**config.mk**
```make
export PLATFORM = sky130hd
export DESIGN_NAME = hot_plug_slot_signal_logic
export DESIGN_NICKNAME = d
export VERILOG_FILES = /design/src/hp_slot_pkg.sv /design/src/slot_power_if.sv /design/src/capability_classifier.sv /design/src/hot_plug_slot_signal_logic.sv /design/src/main_power_sequencer.sv
export SDC_FILE = /design/constraint.sdc
export NUM_CORES = 1
export LEC_CHECK = 0
export ABC_AREA = 1
export BUFFER_PORTS_ARGS = -buffer_cell sky130_fd_sc_hd__clkbuf_2
export CORE_MARGIN = 8
export CORE_UTILIZATION = 47
export DETAILED_ROUTE_END_ITERATION = 10
export GPL_TIMING_DRIVEN = 0
export PLACE_DENSITY = 0.83
export REMOVE_ABC_BUFFERS = 1
export SYNTH_ARGS = -nofsm -noshare
export SYNTH_HDL_FRONTEND = slang
export SYNTH_HIERARCHICAL = 1
export SYNTH_SLANG_ARGS = --single-unit
```
**constraint.sdc**
```tcl
create_clock -name mclk_i -period 2.3 [get_ports mclk_i]
set_clock_uncertainty 0.2 [all_clocks]
set_input_delay 0.115 -clock mclk_i [delete_from_list [all_inputs] [get_ports mclk_i]]
set_output_delay 0.115 -clock mclk_i [all_outputs]
set_load 0.005 [all_outputs]
```
**src/hp_slot_pkg.sv**
```systemverilog
// constants, register map and types shared by the slot signal logic
package hp_slot_pkg;
  localparam int DATA_W = 32;
  localparam int ADDR_W = 4;
  localparam int CAP_W = 4;
  localparam int CAP_LEVELS = 5;
  localparam logic [ADDR_W-1:0] REG_CTRL_OFS = 4'h0;
  localparam logic [ADDR_W-1:0] REG_STATUS_OFS = 4'h4;
  localparam logic [ADDR_W-1:0] REG_BTN_CLR_OFS = 4'h8;
  localparam int CTRL_W = 6;
  localparam logic [CTRL_W-1:0] CTRL_RESET_VAL = 6'h00;
  localparam int CTRL_ATTN_BIT = 0;
  localparam int CTRL_RST_REL_BIT = 1;
  localparam int CTRL_CLKEN_BIT = 2;
  localparam int CTRL_M66_BIT = 3;
  localparam int CTRL_POWER_BIT = 4;
  localparam int CTRL_SHIFT_BIT = 5;
  localparam int ST_DIRECT_BIT = 0;
  localparam int ST_BUTTON_BIT = 1;
  localparam int ST_PRSNT2_BIT = 2;
  localparam int ST_M66_IN_BIT = 3;
  localparam int ST_AUXFLT_BIT = 4;
  localparam int ST_MAINFLT_BIT = 5;
  localparam int ST_PWRSTAT_BIT = 6;
  localparam int ST_CLKEN_BIT = 7;
  localparam int ST_CAP_LSB = 8;
  typedef enum logic [2:0] {
    PWR_OFF,
    PWR_RAMP,
    PWR_ON,
    PWR_DRAIN,
    PWR_FAULT
  } pwr_state_e;
endpackage : hp_slot_pkg

```
**src/slot_power_if.sv**
```systemverilog
// carrier between the slot logic and the main power sequencer
`timescale 1ns/10ps
interface slot_power_if;
  logic request;
  logic gate_12v_high;
  logic gate_5v_3v_high;
  logic supplies_low;
  logic main_oc;
  logic aux_fault;
  logic gate_enable;
  logic power_status;
  logic main_fault;
  modport seq (input request, gate_12v_high, gate_5v_3v_high, supplies_low, main_oc, aux_fault,
               output gate_enable, power_status, main_fault);
  modport ctl (output request, gate_12v_high, gate_5v_3v_high, supplies_low, main_oc, aux_fault,
               input gate_enable, power_status, main_fault);
endinterface : slot_power_if
```
**src/capability_classifier.sv**
```systemverilog
// five-level card capability classification from the sense converter
`timescale 1ns/10ps
module capability_classifier import hp_slot_pkg::*; #(
  parameter int LEVELS = CAP_LEVELS
) (
  input wire logic mclk_i,
  input wire logic resetn_i,
  input wire logic [LEVELS-2:0] sense_code_i,
  output logic [LEVELS-2:0] cap_state_o
);
  typedef struct packed {
    logic [LEVELS-2:0] state;
  } cap_s;
  cap_s r, n;
  logic [2:0] level;

  // a bubbled converter code is counted, then rebuilt as a clean thermometer
  function automatic logic [2:0] ones(input logic [LEVELS-2:0] v);
    logic [2:0] c;
    c = 3'h0;
    for (int i = 0; i < LEVELS - 1; i++) c = c + {2'h0, v[i]};
    return c;
  endfunction : ones

  always_comb begin
    n = r;
    level = ones(sense_code_i);
    for (int k = 0; k < LEVELS - 1; k++) n.state[k] = (level > 3'(k));
  end

  always_ff @(posedge mclk_i) begin
    if (!resetn_i) r <= '0;
    else r <= n;
  end

  assign cap_state_o = r.state;
endmodule : capability_classifier

```
**src/hot_plug_slot_signal_logic.sv**
```systemverilog
// per-slot hot-plug signal logic: mode strap, latch transfer, indicators, faults, register bus
`timescale 1ns/10ps
// How it works
// - serial mode entry clears attention indicator
// - power good: attention follows command or input
// - no power good: attention shows aux fault
// - low aux request enables aux power
// - aux request deasserted clears aux fault
// - serial button press sets status bit
// - direct request turns main power on/off
// - direct request removal clears main fault
// - 66 MHz pin input, open-drain once clocked
// - status rises after both gates high
// - over-current drives power status low
// - turn-off status low after supplies low
// - capability sense mapped to five levels
// - serial slot reset push-pull from latch
// - direct mode: reset pin shows capability bit3
// - serial presence bit two sampled to status
// - aux fault pin valid only supply off
// - mode strap captured at power good rise
// - serial latch clock edge copies shadow to outputs
// - clock enable changes only on shift-out or power good rise
// - direct fault pin shows aux or main fault
module hot_plug_slot_signal_logic import hp_slot_pkg::*; (
  input wire logic mclk_i,
  input wire logic resetn_i,
  input wire logic [ADDR_W-1:0] avs_address_i,
  input wire logic avs_read_i,
  input wire logic avs_write_i,
  input wire logic [DATA_W-1:0] avs_writedata_i,
  output logic [DATA_W-1:0] avs_readdata_o,
  output logic avs_waitrequest_o,
  input wire logic system_power_good_i,
  input wire logic direct_mode_strap_i,
  input wire logic latch_clock_i,
  input wire logic attention_direct_i,
  input wire logic aux_power_switch_request_n_i,
  input wire logic aux_overcurrent_i,
  input wire logic attention_button_n_i,
  input wire logic main_power_request_i,
  input wire logic gate_12v_drive_high_i,
  input wire logic gate_5v_3v_drive_high_i,
  input wire logic supplies_below_low_i,
  input wire logic main_overcurrent_i,
  input wire logic digital_supply_on_i,
  input wire logic presence_detect_second_i,
  input wire logic [CAP_W-1:0] card_capability_sense_i,
  input wire logic speed_66_mode_pin_i,
  output logic speed_66_mode_pin_o,
  output logic speed_66_mode_pin_oen_o,
  output logic slot_attention_indicator_o,
  output logic slot_attention_indicator_oen_o,
  output logic slot_fault_out_o,
  output logic slot_fault_out_oen_o,
  output logic aux_fault_latch_o,
  output logic aux_fault_latch_oen_o,
  output logic aux_power_enable_o,
  output logic main_power_gate_enable_o,
  output logic slot_power_off_status_o,
  output logic slot_clock_switch_enable_n_o,
  output logic slot_reset_out_o
);
  typedef struct packed {
    logic pg_prev;
    logic lc_prev;
    logic direct;
    logic [CTRL_W-1:0] shadow;
    logic par_attn;
    logic par_rst_rel;
    logic par_clken;
    logic par_m66;
    logic par_power;
    logic aux_flt;
    logic button;
    logic prsnt2;
    logic m66_in;
    logic ack;
    logic [DATA_W-1:0] rdata;
  } slot_s;
  slot_s r, n;

  logic pg_rise;
  logic lc_rise;
  logic bus_req;
  logic wr_take;
  logic btn_clear;
  logic attn_on;
  logic fault_on;
  logic [CAP_W-1:0] cap_state;
  logic [DATA_W-1:0] status_word;

  slot_power_if pwr ();

  main_power_sequencer u_seq (
    .mclk_i(mclk_i),
    .resetn_i(resetn_i),
    .pwr(pwr.seq)
  );

  capability_classifier #(
    .LEVELS(CAP_LEVELS)
  ) u_cap (
    .mclk_i(mclk_i),
    .resetn_i(resetn_i),
    .sense_code_i(card_capability_sense_i),
    .cap_state_o(cap_state)
  );

  // main power is held off until power good; serial mode takes the latched bit
  assign pwr.request = system_power_good_i && (r.direct ? main_power_request_i : r.par_power);
  assign pwr.gate_12v_high = gate_12v_drive_high_i;
  assign pwr.gate_5v_3v_high = gate_5v_3v_drive_high_i;
  assign pwr.supplies_low = supplies_below_low_i;
  assign pwr.main_oc = main_overcurrent_i;
  assign pwr.aux_fault = r.aux_flt;

  assign pg_rise = system_power_good_i && !r.pg_prev;
  assign lc_rise = latch_clock_i && !r.lc_prev;
  assign bus_req = avs_read_i || avs_write_i;
  assign wr_take = avs_write_i && r.ack;
  assign btn_clear = wr_take && (avs_address_i == REG_BTN_CLR_OFS) && avs_writedata_i[ST_BUTTON_BIT];

  always_comb begin
    status_word = '0;
    status_word[ST_DIRECT_BIT] = r.direct;
    status_word[ST_BUTTON_BIT] = r.button;
    status_word[ST_PRSNT2_BIT] = r.prsnt2;
    status_word[ST_M66_IN_BIT] = r.m66_in;
    status_word[ST_AUXFLT_BIT] = r.aux_flt;
    status_word[ST_MAINFLT_BIT] = pwr.main_fault;
    status_word[ST_PWRSTAT_BIT] = pwr.power_status;
    status_word[ST_CLKEN_BIT] = r.par_clken;
    status_word[ST_CAP_LSB +: CAP_W] = cap_state;
  end

  always_comb begin
    n = r;
    n.pg_prev = system_power_good_i;
    n.lc_prev = latch_clock_i;
    if (pg_rise) begin
      n.direct = direct_mode_strap_i;
      // serial outputs start deasserted on every mode entry
      n.par_attn = 1'b0;
      n.par_rst_rel = 1'b0;
      n.par_clken = 1'b0;
      n.par_m66 = 1'b0;
      n.par_power = 1'b0;
    end else if (!r.direct && lc_rise) begin
      n.par_attn = r.shadow[CTRL_ATTN_BIT];
      n.par_rst_rel = r.shadow[CTRL_RST_REL_BIT];
      n.par_m66 = r.shadow[CTRL_M66_BIT];
      n.par_power = r.shadow[CTRL_POWER_BIT];
      if (r.shadow[CTRL_SHIFT_BIT]) begin
        n.par_clken = r.shadow[CTRL_CLKEN_BIT];
      end
    end
    // aux power is off while cleared, so a set cannot collide with the clear
    if (aux_power_switch_request_n_i) begin
      n.aux_flt = 1'b0;
    end else if (aux_overcurrent_i) begin
      n.aux_flt = 1'b1;
    end
    if (btn_clear) begin
      n.button = 1'b0;
    end
    // a press in the clearing cycle still sets the bit
    if (!r.direct && !attention_button_n_i) begin
      n.button = 1'b1;
    end
    if (!r.direct) begin
      n.prsnt2 = presence_detect_second_i;
      n.m66_in = speed_66_mode_pin_i;
    end
    n.ack = bus_req && !r.ack;
    if (avs_read_i && !r.ack) begin
      case (avs_address_i)
        REG_CTRL_OFS: n.rdata = {{(DATA_W - CTRL_W){1'b0}}, r.shadow};
        REG_STATUS_OFS: n.rdata = status_word;
        default: n.rdata = '0;
      endcase
    end
    if (wr_take && (avs_address_i == REG_CTRL_OFS)) begin
      n.shadow = avs_writedata_i[CTRL_W-1:0];
    end
  end

  always_ff @(posedge mclk_i) begin
    if (!resetn_i) begin
      r <= '0;
      r.shadow <= CTRL_RESET_VAL;
    end else begin
      r <= n;
    end
  end

  // one wait state on every access
  assign avs_waitrequest_o = bus_req && !r.ack;
  assign avs_readdata_o = r.rdata;

  always_comb begin
    if (!system_power_good_i) begin
      attn_on = r.aux_flt;
    end else if (r.direct) begin
      // with the digital supply up the aux fault pin is invalid, so it shows here
      attn_on = attention_direct_i || (r.aux_flt && digital_supply_on_i);
    end else begin
      attn_on = r.par_attn;
    end
  end

  assign fault_on = r.direct && system_power_good_i && (r.aux_flt || pwr.main_fault);

  assign slot_attention_indicator_o = 1'b0;
  assign slot_attention_indicator_oen_o = !attn_on;
  assign slot_fault_out_o = 1'b0;
  assign slot_fault_out_oen_o = !fault_on;
  assign aux_fault_latch_o = 1'b0;
  assign aux_fault_latch_oen_o = !(r.direct && !digital_supply_on_i && r.aux_flt);
  assign aux_power_enable_o = !aux_power_switch_request_n_i;
  assign main_power_gate_enable_o = pwr.gate_enable;
  assign slot_power_off_status_o = pwr.power_status;
  assign slot_clock_switch_enable_n_o = !r.par_clken;
  assign slot_reset_out_o = r.direct ? cap_state[CAP_W-1] : r.par_rst_rel;
  // open-drain: only a low is ever driven onto the mode pin
  assign speed_66_mode_pin_o = 1'b0;
  assign speed_66_mode_pin_oen_o = !(!r.direct && r.par_clken && !r.par_m66);
endmodule : hot_plug_slot_signal_logic

```
**src/main_power_sequencer.sv**
```systemverilog
// main power on/off sequencing, power status output and main fault latch
`timescale 1ns/10ps
module main_power_sequencer import hp_slot_pkg::*; (
  input wire logic mclk_i,
  input wire logic resetn_i,
  slot_power_if.seq pwr
);
  typedef struct packed {
    pwr_state_e st;
    logic status;
    logic fault;
  } seq_s;
  seq_s r, n;

  always_comb begin
    n = r;
    case (r.st)
      PWR_OFF: begin
        n.status = 1'b0;
        if (pwr.request) n.st = PWR_RAMP;
      end
      PWR_RAMP: begin
        if (pwr.main_oc || pwr.aux_fault) n.st = PWR_FAULT;
        else if (!pwr.request) n.st = PWR_DRAIN;
        else if (pwr.gate_12v_high && pwr.gate_5v_3v_high) begin
          n.st = PWR_ON;
          n.status = 1'b1;
        end
      end
      PWR_ON: begin
        if (pwr.main_oc || pwr.aux_fault) n.st = PWR_FAULT;
        else if (!pwr.request) n.st = PWR_DRAIN;
      end
      PWR_DRAIN: begin
        // status stays up until the rails are really gone
        if (pwr.supplies_low) begin
          n.st = PWR_OFF;
          n.status = 1'b0;
        end
      end
      PWR_FAULT: begin
        n.status = 1'b0;
        n.fault = 1'b1;
        if (!pwr.request) begin
          n.st = PWR_OFF;
          n.fault = 1'b0;
        end
      end
      default: n.st = PWR_OFF;
    endcase
  end

  always_ff @(posedge mclk_i) begin
    if (!resetn_i) r <= '0;
    else r <= n;
  end

  assign pwr.gate_enable = (r.st == PWR_RAMP) || (r.st == PWR_ON);
  assign pwr.power_status = r.status;
  assign pwr.main_fault = r.fault;
endmodule : main_power_sequencer

```
==> flow_summary.json, run 1 <==
{
  "fp.dieArea_um2": 7299,
  "vias": 2117,
  "first_iter_violations": 109,
  "gp_congestion": 0.8146,
  "worstPathRequired_ps": 2330,
  "io_buffers": 54,
  "p_leak_nw": 1.370,
  "arrival_ps": 1990,
  "antenna_found_initial": 0,
  "cap_violations": 0,
  "grt_pass1_vias": 2020,
  "grt_usage_pct": 14.78,
  "drtAntennaViolNets": 0,
  "ys_seq_elements": 40,
  "core_um2": 4692,
  "intPower_mw": 1.371,
  "critPathLaunchType": "flip-flop",
  "htree_levels": 2,
  "fp.dieH_um": 85.44,
  "netlist_area_um2": 2266,
  "start_util_pct": 48.29,
  "syn_inst": 331,
  "clk_pin_slew_ps": 70,
  "drc": 0,
  "ctsHoldBuffers": 16,
  "fin_nets": 451,
  "antenna_cells": 0,
  "final_util_pct": 56.72,
  "die_x_um": 85.44,
  "avgSynthCellArea_um2": 6.846,
  "tightest_slew_ps": 528.7,
  "cts_sinks": 40,
  "vias_per_cell": 4.790,
  "setup_viol": 0,
  "io_pins": 105,
  "cts-resized-gates": 0,
  "final_layout_size_suffix_gt1_share_pct": 20.10,
  "grt_overflow": 0,
  "setup-tns-final_ps": 0,
  "finalWirelength_um": 5371,
  "hold_class": "input port to flip-flop",
  "period_needed_ps": 1955,
  "slew_viol_final": 0,
  "post-cts-setup-buffers": 0,
  "ys_seq_area_share_pct": 35.34,
  "yosysUniqueCellTypes": 24,
  "hold_slack_ps": 23.40,
  "status": "completed",
  "final_common_cell": "nor2_1",
  "cts_buffer_depth": 2,
  "comb_power_share_pct": 28.5,
  "fillers": 452,
  "p_seq_share_pct": 40.8,
  "worstPathMaxFanout": 13,
  "slew_headroom_pct": 64.72,
  "wl_per_cell_um": 12.15,
  "crit_type": "flip-flop to flip-flop",
  "hpwl_um": 3848,
  "clock_latency_ps": 290,
  "power.density_nw_per_um2": 757.6,
  "p_clk_share_pct": 30.7,
  "cp-end-kind": "flip-flop",
  "fp-row-count": 25,
  "cts_root_buf": "clkbuf_8",
  "cts_buffers": 5,
  "syn_to_final_growth_pct": 17.45,
  "yosys_warnings": 6,
  "rsz0062_at_grt": "false",
  "dr.pass1.iters": 4,
  "fin_crit_sh_pct": 85.01,
  "final_cell_mix": "55 x nor2_1, 54 x clkbuf_2, 49 x nand2_1",
  "cts_tree": "done",
  "peakVddDrop_v": 0.0003412,
  "fmax_mhz": 511.5,
  "hold_viol": 0,
  "swShare_pct": 32.02,
  "grt_pass1_wl_um": 8838,
  "grt_max_degree": 25,
  "power_switching_uw": 645.6
}
kinds of logic (layout without fill, tap and decap cells):
group,after synthesis,after routing,synth area share (%)
AND/OR/NAND/NOR,162,162,31.86
buffers and inverters,84,118,20.54
adder cells (fa/ha/maj),5,5,3.092
other,1,24,0.1655
AO/OA/AOI/OAI,39,39,9.001
flip-flops,40,40,35.34
registers in the layout, summed over array words and instances, names as in the netlist:
| signal | count |
|---|---|
| u_seq/pwr.main_fault | 1 |
| u_seq/pwr.power_status | 1 |
| avs_readdata_o | 12 |
| u_seq/r | 3 |
| r | 18 |
| u_cap/cap_state_o | 4 |
| pwr.aux_fault | 1 |
area by class of cell:
type                       instances  area (µm²)  area share, %
inverter                          40       150.1          5.642
tap                               54       67.56          2.539
timing repair buffer              70       430.4          16.17
multi-input combinational        230        1086          40.81
sequential                        40       800.8          30.09
clock inverter                     1       30.03          1.128
clock buffer                       7       96.34          3.620
power groups by stage:
stage	Combinational, mW	Sequential (mW)	Clock [mW]
6_report	0.574	0.823	0.620
5_1_grt	0.659	0.833	0.668
4_1_cts	0.570	0.822	0.636
3_5_place_dp	0.541	0.838	0
3_3_place_gp	0.526	0.836	0
2_1_floorplan	0.392	0.827	0
per-layer routing:
metal	routed length [µm]	up-vias	GRT usage [%]
met5	0	-	0
met4	74	0	4.299
met3	393	6	5.405
met2	2645	63	26.52
met1	2258	957	15.69
li1	-	1091	-
critical path, stage by stage, from the launching register on:
cell and delay [ps]:
dfxtp_1 590, inv_1 210, nor2_1 140, nor2_1 100, nand3_1 160, nand2_2 100, nor2_4 110, nand2_2 70
nand2_1 70, nand2_1 60, nor2_2 80
synth_stat cells (all sizes together):
cell / instances / area [µm²]
nand3b: 1 / 7.510
ha: 4 / 50.05
inv: 40 / 150.1
nand2: 54 / 215.2
nor2: 63 / 276.5
a21oi: 21 / 108.9
clkbuf: 2 / 7.510
o21ai: 16 / 80.08
conb: 1 / 3.750
nor3: 4 / 20.02
nand4: 1 / 6.260
a22oi: 1 / 7.510
or2: 1 / 6.260
buf: 42 / 307.8
dfxtp: 40 / 800.8
nand3: 38 / 190.2
o211ai: 1 / 7.510
fa: 1 / 20.02
final timing paths:
path / start / endpoint / slack (ps) / cells past startpoint
max reg2reg: r[48]$_SDFFE_PN0P_ / u_seq/r[2]$_SDFFE_PN0P_ / 340 / 10
max: r[48]$_SDFFE_PN0P_ / u_seq/r[2]$_SDFFE_PN0P_ / 340 / 10
min reg2reg: r[35]$_SDFFE_PN0P_ / r[35]$_SDFFE_PN0P_ / 270 / 2
min: avs_address_i[2] / r[35]$_SDFFE_PN0P_ / 20 / 5
through the flow:
| step | setup slack [ps] | power (mW) | std cells | area, µm² |
|---|---|---|---|---|
| 6_report | 344.8 | 2.016 | 442 | 2661 |
| 2_1_floorplan | 585.6 | 1.219 | 310 | 2037 |
| 5_1_grt | 183.4 | 2.159 | 442 | 2661 |
| 3_3_place_gp | 448.2 | 1.361 | 418 | 2375 |
| 4_1_cts | 394.9 | 2.028 | 442 | 2661 |
| 3_5_place_dp | 411.9 | 1.379 | 418 | 2375 |
Power figures use the tool's default switching activity.
==> run 2: changes to the inputs <==
--- a/config.mk
+++ b/config.mk
@@ -7,9 +7,8 @@
 export LEC_CHECK = 0
-export ABC_AREA = 1
 export BUFFER_PORTS_ARGS = -buffer_cell sky130_fd_sc_hd__clkbuf_2
 export CORE_MARGIN = 8
-export CORE_UTILIZATION = 47
+export CORE_UTILIZATION = 35
 export DETAILED_ROUTE_END_ITERATION = 10
 export GPL_TIMING_DRIVEN = 0
-export PLACE_DENSITY = 0.83
+export PLACE_DENSITY = 0.66
 export REMOVE_ABC_BUFFERS = 1
==> constraint.sdc (replaced) <==
create_clock -name mclk_i -period 2.3 [get_ports mclk_i]
set_clock_uncertainty 0.2 [all_clocks]
set_input_delay 0.46 -clock mclk_i [delete_from_list [all_inputs] [get_ports mclk_i]]
set_output_delay 0.46 -clock mclk_i [all_outputs]
set_load 0.005 [all_outputs]
==> run 2 against run 1 <==
Compared with the run above: area after synthesis is 0.55% lower; critical path depth shrank 7; largest cell class unchanged; combinational power down 48%; worst setup slack worse by 220 ps; final cell count decreased by 18%; flip-flop and latch count unchanged; routed wire length is 8.3% lower; critical endpoint is now main_power_gate_enable_o; sequential share of layout area rose by 2.2 points; clock power decreased by 19%; hold slack gained 160 ps; count of clock-buffer cells in the layout fell by 1; synthesized cell count down 25%.
==> flow_summary.json, run 2 <==
{
  "status": "completed",
  "cp_slowest_cell": "dfxtp_2",
  "synth_edf_count": 0,
  "cts_buffer_depth": 2,
  "grt_pass1_wl_um": 7486,
  "fin_crit_sh_pct": 94.61,
  "p_seq_share_pct": 49.3,
  "final_common_cell": "clkbuf_2",
  "power.density_nw_per_um2": 632.4,
  "cp-end-kind": "primary output",
  "vias_per_cell": 4.544,
  "ff2ff_setup_slack_ps": 180,
  "final_cell_mix": "54 x clkbuf_2, 38 x dfxtp_1, 34 x nand2_1",
  "synth_common_cells": "40 x dfxtp_1, 37 x buf_4, 34 x nand2_1, 24 x mux2i_1, 10 x nor2_1",
  "io_buffers": 54,
  "fp.dieH_um": 96.24,
  "met1_usage_pct": 12.32,
  "clock_latency_ps": 290,
  "grt_use_met2_pct": 17.08,
  "arrival_ps": 1520,
  "synth_top_cell_by_area": "dfxtp_1",
  "setup_viol": 0,
  "cts_buffers": 5,
  "netlist_area_um2": 2253,
  "peakVddDrop_v": 0.0002589,
  "antenna_found_initial": 0,
  "syn_to_final_growth_pct": 10.33,
  "syn_inst": 247,
  "rsz0062_at_grt": "false",
  "vias": 1654,
  "ys_seq_area_share_pct": 35.54,
  "antenna_cells": 0,
  "fmax_mhz": 459.6,
  "async_flop_share_pct": 0,
  "slew_viol_final": 0,
  "fp.dieArea_um2": 9262,
  "htree_levels": 2,
  "dr.pass1.iters": 4,
  "yosysMostFrequentCell": "dfxtp_1",
  "p_leak_nw": 1.094,
  "cts-resized-gates": 2,
  "grt_use_met3_pct": 4.368,
  "gp_congestion": 0.7830,
  "worstPathMaxFanout": 14,
  "yosysUniqueCellTypes": 49,
  "io_pins": 105,
  "drtAntennaViolNets": 0,
  "drc": 0,
  "period_needed_ps": 2176,
  "hpwl_um": 3729,
  "wl_per_cell_um": 13.54,
  "grt_overflow": 0,
  "grt_usage_pct": 10.50,
  "power_switching_uw": 458.5,
  "largest_reg_flops": 18,
  "hold_slack_ps": 181.9,
  "hold_viol": 0,
  "tightest_slew_ps": 771.8,
  "critPathLaunchType": "flip-flop",
  "cts_root_buf": "clkbuf_8",
  "top_usage_layer": "met2",
  "slew_headroom_pct": 48.55,
  "fp-row-count": 29,
  "p_clk_share_pct": 31.9,
  "synth_ff_type": "dfxtp_1",
  "hold_class": "input port to flip-flop",
  "synth.area.top_cells": "dfxtp_1 36%, buf_4 12%, mux2i_1 11%, nand2_1 5.7%, a21boi_1 2.7%",
  "crit_type": "flip-flop to primary output",
  "layout_setup_ws_ps": 124.0,
  "clk_pin_slew_ps": 80,
  "regMostFlops": "r",
  "post-cts-setup-buffers": 0,
  "worstPathRequired_ps": 1640,
  "finalWirelength_um": 4927,
  "ys_seq_elements": 40,
  "grt_max_degree": 44,
  "intPower_mw": 1.114,
  "die_x_um": 96.24,
  "grt_pass1_vias": 1552,
  "cts_sinks": 40,
  "fin_nets": 350,
  "synth_top_cell_area_share_pct": 35.54,
  "stdcell_area_um2": 2486,
  "swShare_pct": 29.16,
  "cts_tree": "done",
  "pre_cts_ws_ps": -62.57,
  "cap_violations": 0,
  "ctsHoldBuffers": 0,
  "final_layout_size_suffix_gt1_share_pct": 27.53,
  "start_util_pct": 35.90,
  "path_cells": "or2b_2 -> a21oi_1 -> clkbuf_2",
  "yosys_warnings": 6,
  "core_um2": 6277,
  "post_dp_cell_area_um2": 2386,
  "first_iter_violations": 38,
  "slowest_delay_ps": 450,
  "comb_power_share_pct": 18.8,
  "avgSynthCellArea_um2": 9.123
}
[run 2: per-layer routing]
| metal | up-vias | part of all wire [%] | wire length [µm] |
|---|---|---|---|
| li1 | 857 | - | - |
| met1 | 742 | 44 | 2187 |
| met2 | 51 | 46 | 2277 |
| met3 | 4 | 8.4 | 412 |
| met4 | 0 | 1.0 | 51 |
| met5 | - | 0 | 0 |
[run 2: area by class of cell]
| type | instances | area [µm²] |
|---|---|---|
| well taps | 77 | 96.34 |
| multi-input cells | 176 | 1185 |
| clock inverters | 2 | 15.01 |
| flip-flops and latches | 40 | 803.3 |
| clock buffers | 6 | 82.58 |
| inverters | 9 | 33.78 |
| repair buffers | 54 | 270.3 |
| fillers | 648 | 3791 |
[run 2: cells by family (layout without fill, tap and decap cells)]
logic type / after synthesis / count (layout) / synth area share (%)
AOI/OAI and AO/OA: 32 / 32 / 10.38
adders and majority gates: 5 / 5 / 3.110
buffers and inverters: 54 / 71 / 15.71
DFF: 40 / 40 / 35.54
muxes: 25 / 25 / 11.16
other: 1 / 24 / 0.1664
and+or+nand+nor: 90 / 90 / 23.93
[run 2: worst paths after layout]
check,to,startpoint,cells after the start
hold reg to reg,avs_readdata_o[7]$_SDFFE_PN0P_,avs_readdata_o[7]$_SDFFE_PN0P_,2
hold / removal,r[49]$_SDFF_PN0_,latch_clock_i,2
setup reg to reg,u_seq/r[3]$_SDFFE_PN0P_,r[48]$_SDFFE_PN0P_,5
setup / recovery,main_power_gate_enable_o,u_seq/r[3]$_SDFFE_PN0P_,3
[run 2: power by group through the flow]
stage / Sequential, mW / Combinational [mW] / Clock (mW)
after CTS: 0.775 / 0.299 / 0.520
after global routing: 0.781 / 0.334 / 0.548
final: 0.775 / 0.296 / 0.501
after floorplan: 0.779 / 0.197 / 0
after detailed placement: 0.791 / 0.297 / 0
after global placement: 0.789 / 0.290 / 0
[run 2: worst max-delay path: cells and delay by family (launching register included)]
family,cells,cell delay [ps]
AND/OR/NAND/NOR,1,340
flip-flops,1,450
AO/OA/AOI/OAI,1,250
buffers and inverters,1,170
[run 2: stage by stage]
stage / power, mW / cells / utilization (%) / setup TNS (ps)
floorplan: 0.9758 / 225 / - / 0
global route: 1.664 / 364 / 39.61 / 0
global placement: 1.079 / 356 / 38.01 / -49.13
CTS: 1.594 / 364 / 39.61 / 0
detailed placement: 1.087 / 356 / 38.01 / -161.2
finish: 1.572 / 364 / 39.61 / 0
==> run 3: changes to the inputs <==
BUFFER_PORTS_ARGS = -buffer_cell sky130_fd_sc_hd__buf_2   (was -buffer_cell sky130_fd_sc_hd__clkbuf_2)
clock period = 2.4 ns   (was 2.3 ns; I/O delays follow)
==> run 3 against run 2 <==
Compared with the run above: combinational power down 3%; worst setup slack better by 89 ps; sequential power down 4.1%; non-clock buffer count unchanged; via count about the same; design area up 0.96%; sequential share of layout area down 0.31 points; first-iteration DRC count up 45%; routed wire length up 2.3%; global-route usage up 0.13 points; critical path depth unchanged; critical endpoint unchanged; register-to-register slack better by 30 ps.
==> flow_summary.json, run 3 (synthesis gave the netlist of run 2 again) <==
{
  "regMostFlops": "r",
  "ctsHoldBuffers": 0,
  "final_cell_mix": "54 x buf_2, 38 x dfxtp_1, 34 x nand2_1",
  "largest_reg_flops": 18,
  "clk_pin_slew_ps": 80,
  "setup_viol": 0,
  "pre_cts_ws_ps": 2.269,
  "post-place-cells": 356,
  "vias_per_cell": 4.547,
  "finalWirelength_um": 5038,
  "fin_crit_sh_pct": 91.14,
  "io_buffers": 54,
  "grt_overflow": 0,
  "slew_viol_final": 0,
  "antenna_cells": 0,
  "fp-row-count": 29,
  "syn_to_final_growth_pct": 11.38,
  "dr.pass1.iters": 4,
  "p_total_mw": 1.614,
  "critPathLaunchType": "flip-flop",
  "core_um2": 6277,
  "layout_setup_ws_ps": 212.7,
  "layout.cells.non_filler": 364,
  "antenna_found_initial": 0,
  "cts_sinks": 40,
  "power.density_nw_per_um2": 643.1,
  "peakVddDrop_v": 0.0002388,
  "die_x_um": 96.24,
  "wl_per_cell_um": 13.84,
  "slew_headroom_pct": 50.95,
  "final_common_cell": "buf_2",
  "setup-tns-final_ps": 0,
  "drc": 0,
  "cts_buffer_depth": 2,
  "worstPathMaxFanout": 14,
  "arrival_ps": 1510,
  "gp_congestion": 0.7833,
  "cap_violations": 0,
  "grt_pass1_vias": 1606,
  "final_util_pct": 39.98,
  "grt_usage_pct": 10.63,
  "rsz0062_at_grt": "false",
  "period_needed_ps": 2187,
  "hold_class": "input port to flip-flop",
  "clock_latency_ps": 290,
  "fp.dieArea_um2": 9262,
  "drtAntennaViolNets": 0,
  "fin_nets": 350,
  "worstPathRequired_ps": 1720,
  "cp-end-kind": "primary output",
  "cts_root_buf": "clkbuf_8",
  "p_leak_nw": 1.111,
  "grt_max_degree": 44,
  "hold_viol": 0,
  "htree_levels": 2,
  "hpwl_um": 3763,
  "first_iter_violations": 55,
  "fmax_mhz": 457.2,
  "vias": 1655,
  "grt_pass1_wl_um": 7617,
  "cts_tree": "done",
  "tightest_slew_ps": 735.7,
  "crit_type": "flip-flop to primary output",
  "fp.dieH_um": 96.24,
  "status": "completed",
  "start_util_pct": 35.90,
  "cts_buffers": 5,
  "final_layout_size_suffix_gt1_share_pct": 27.53,
  "io_pins": 105
}
run 3: area by class of cell:
cell class,instances,area (µm²)
tap,77,96.34
fill,668,3767
clock buffer,6,82.58
multi-input combinational,176,1185
inverter,9,33.78
sequential,40,803.3
clock inverter,2,38.79
timing repair buffer,54,270.3
run 3: layer usage:
metal	routed length (µm)	share of wire [%]	global-route usage, %	up-vias
met5	0	0	0	-
met2	2356	47	17.37	48
met3	354	7.0	2.964	5
met1	2277	45	13.01	741
li1	-	-	-	861
met4	48	0.95	3.841	0
run 3: path summary, 6_finish.rpt:
check                                  from                              to  slack [ps]  depth (start not counted)
max reg2reg              r[48]$_SDFFE_PN0P_         u_seq/r[3]$_SDFFE_PN0P_         210                          5
max                 u_seq/r[3]$_SDFFE_PN0P_        main_power_gate_enable_o         210                          3
min reg2reg  avs_readdata_o[9]$_SDFFE_PN0P_  avs_readdata_o[9]$_SDFFE_PN0P_         250                          2
min                           latch_clock_i                r[49]$_SDFF_PN0_         200                          2
run 3: where the power goes:
group	leakage, nW	switching [mW]	internal [mW]
Combinational	0.723	0.150	0.136
Sequential	0.327	0.0447	0.698
Clock	0.0614	0.245	0.340
Total	1.11	0.439	1.17
run 3: what timing repair did:
item                                    CTS  global route
resized for setup                         1             1
pin swaps                                 0             0
endpoints found under the setup margin    1             1
setup buffers                             0             0
run 3: through the flow:
stage | hold slack (ps) | instance area, µm²
6_report | 202.4 | 2510
5_1_grt | 195.5 | 2510
4_1_cts | 191.4 | 2509
3_5_place_dp | 239.2 | 2386
3_3_place_gp | 237.5 | 2386
2_1_floorplan | 228.1 | 2019
run 3: critical path: stages, from the launching register on:
cell     delay, ps
dfxtp_2        450
or2b_2         350
a21oi_1        240
buf_2          170
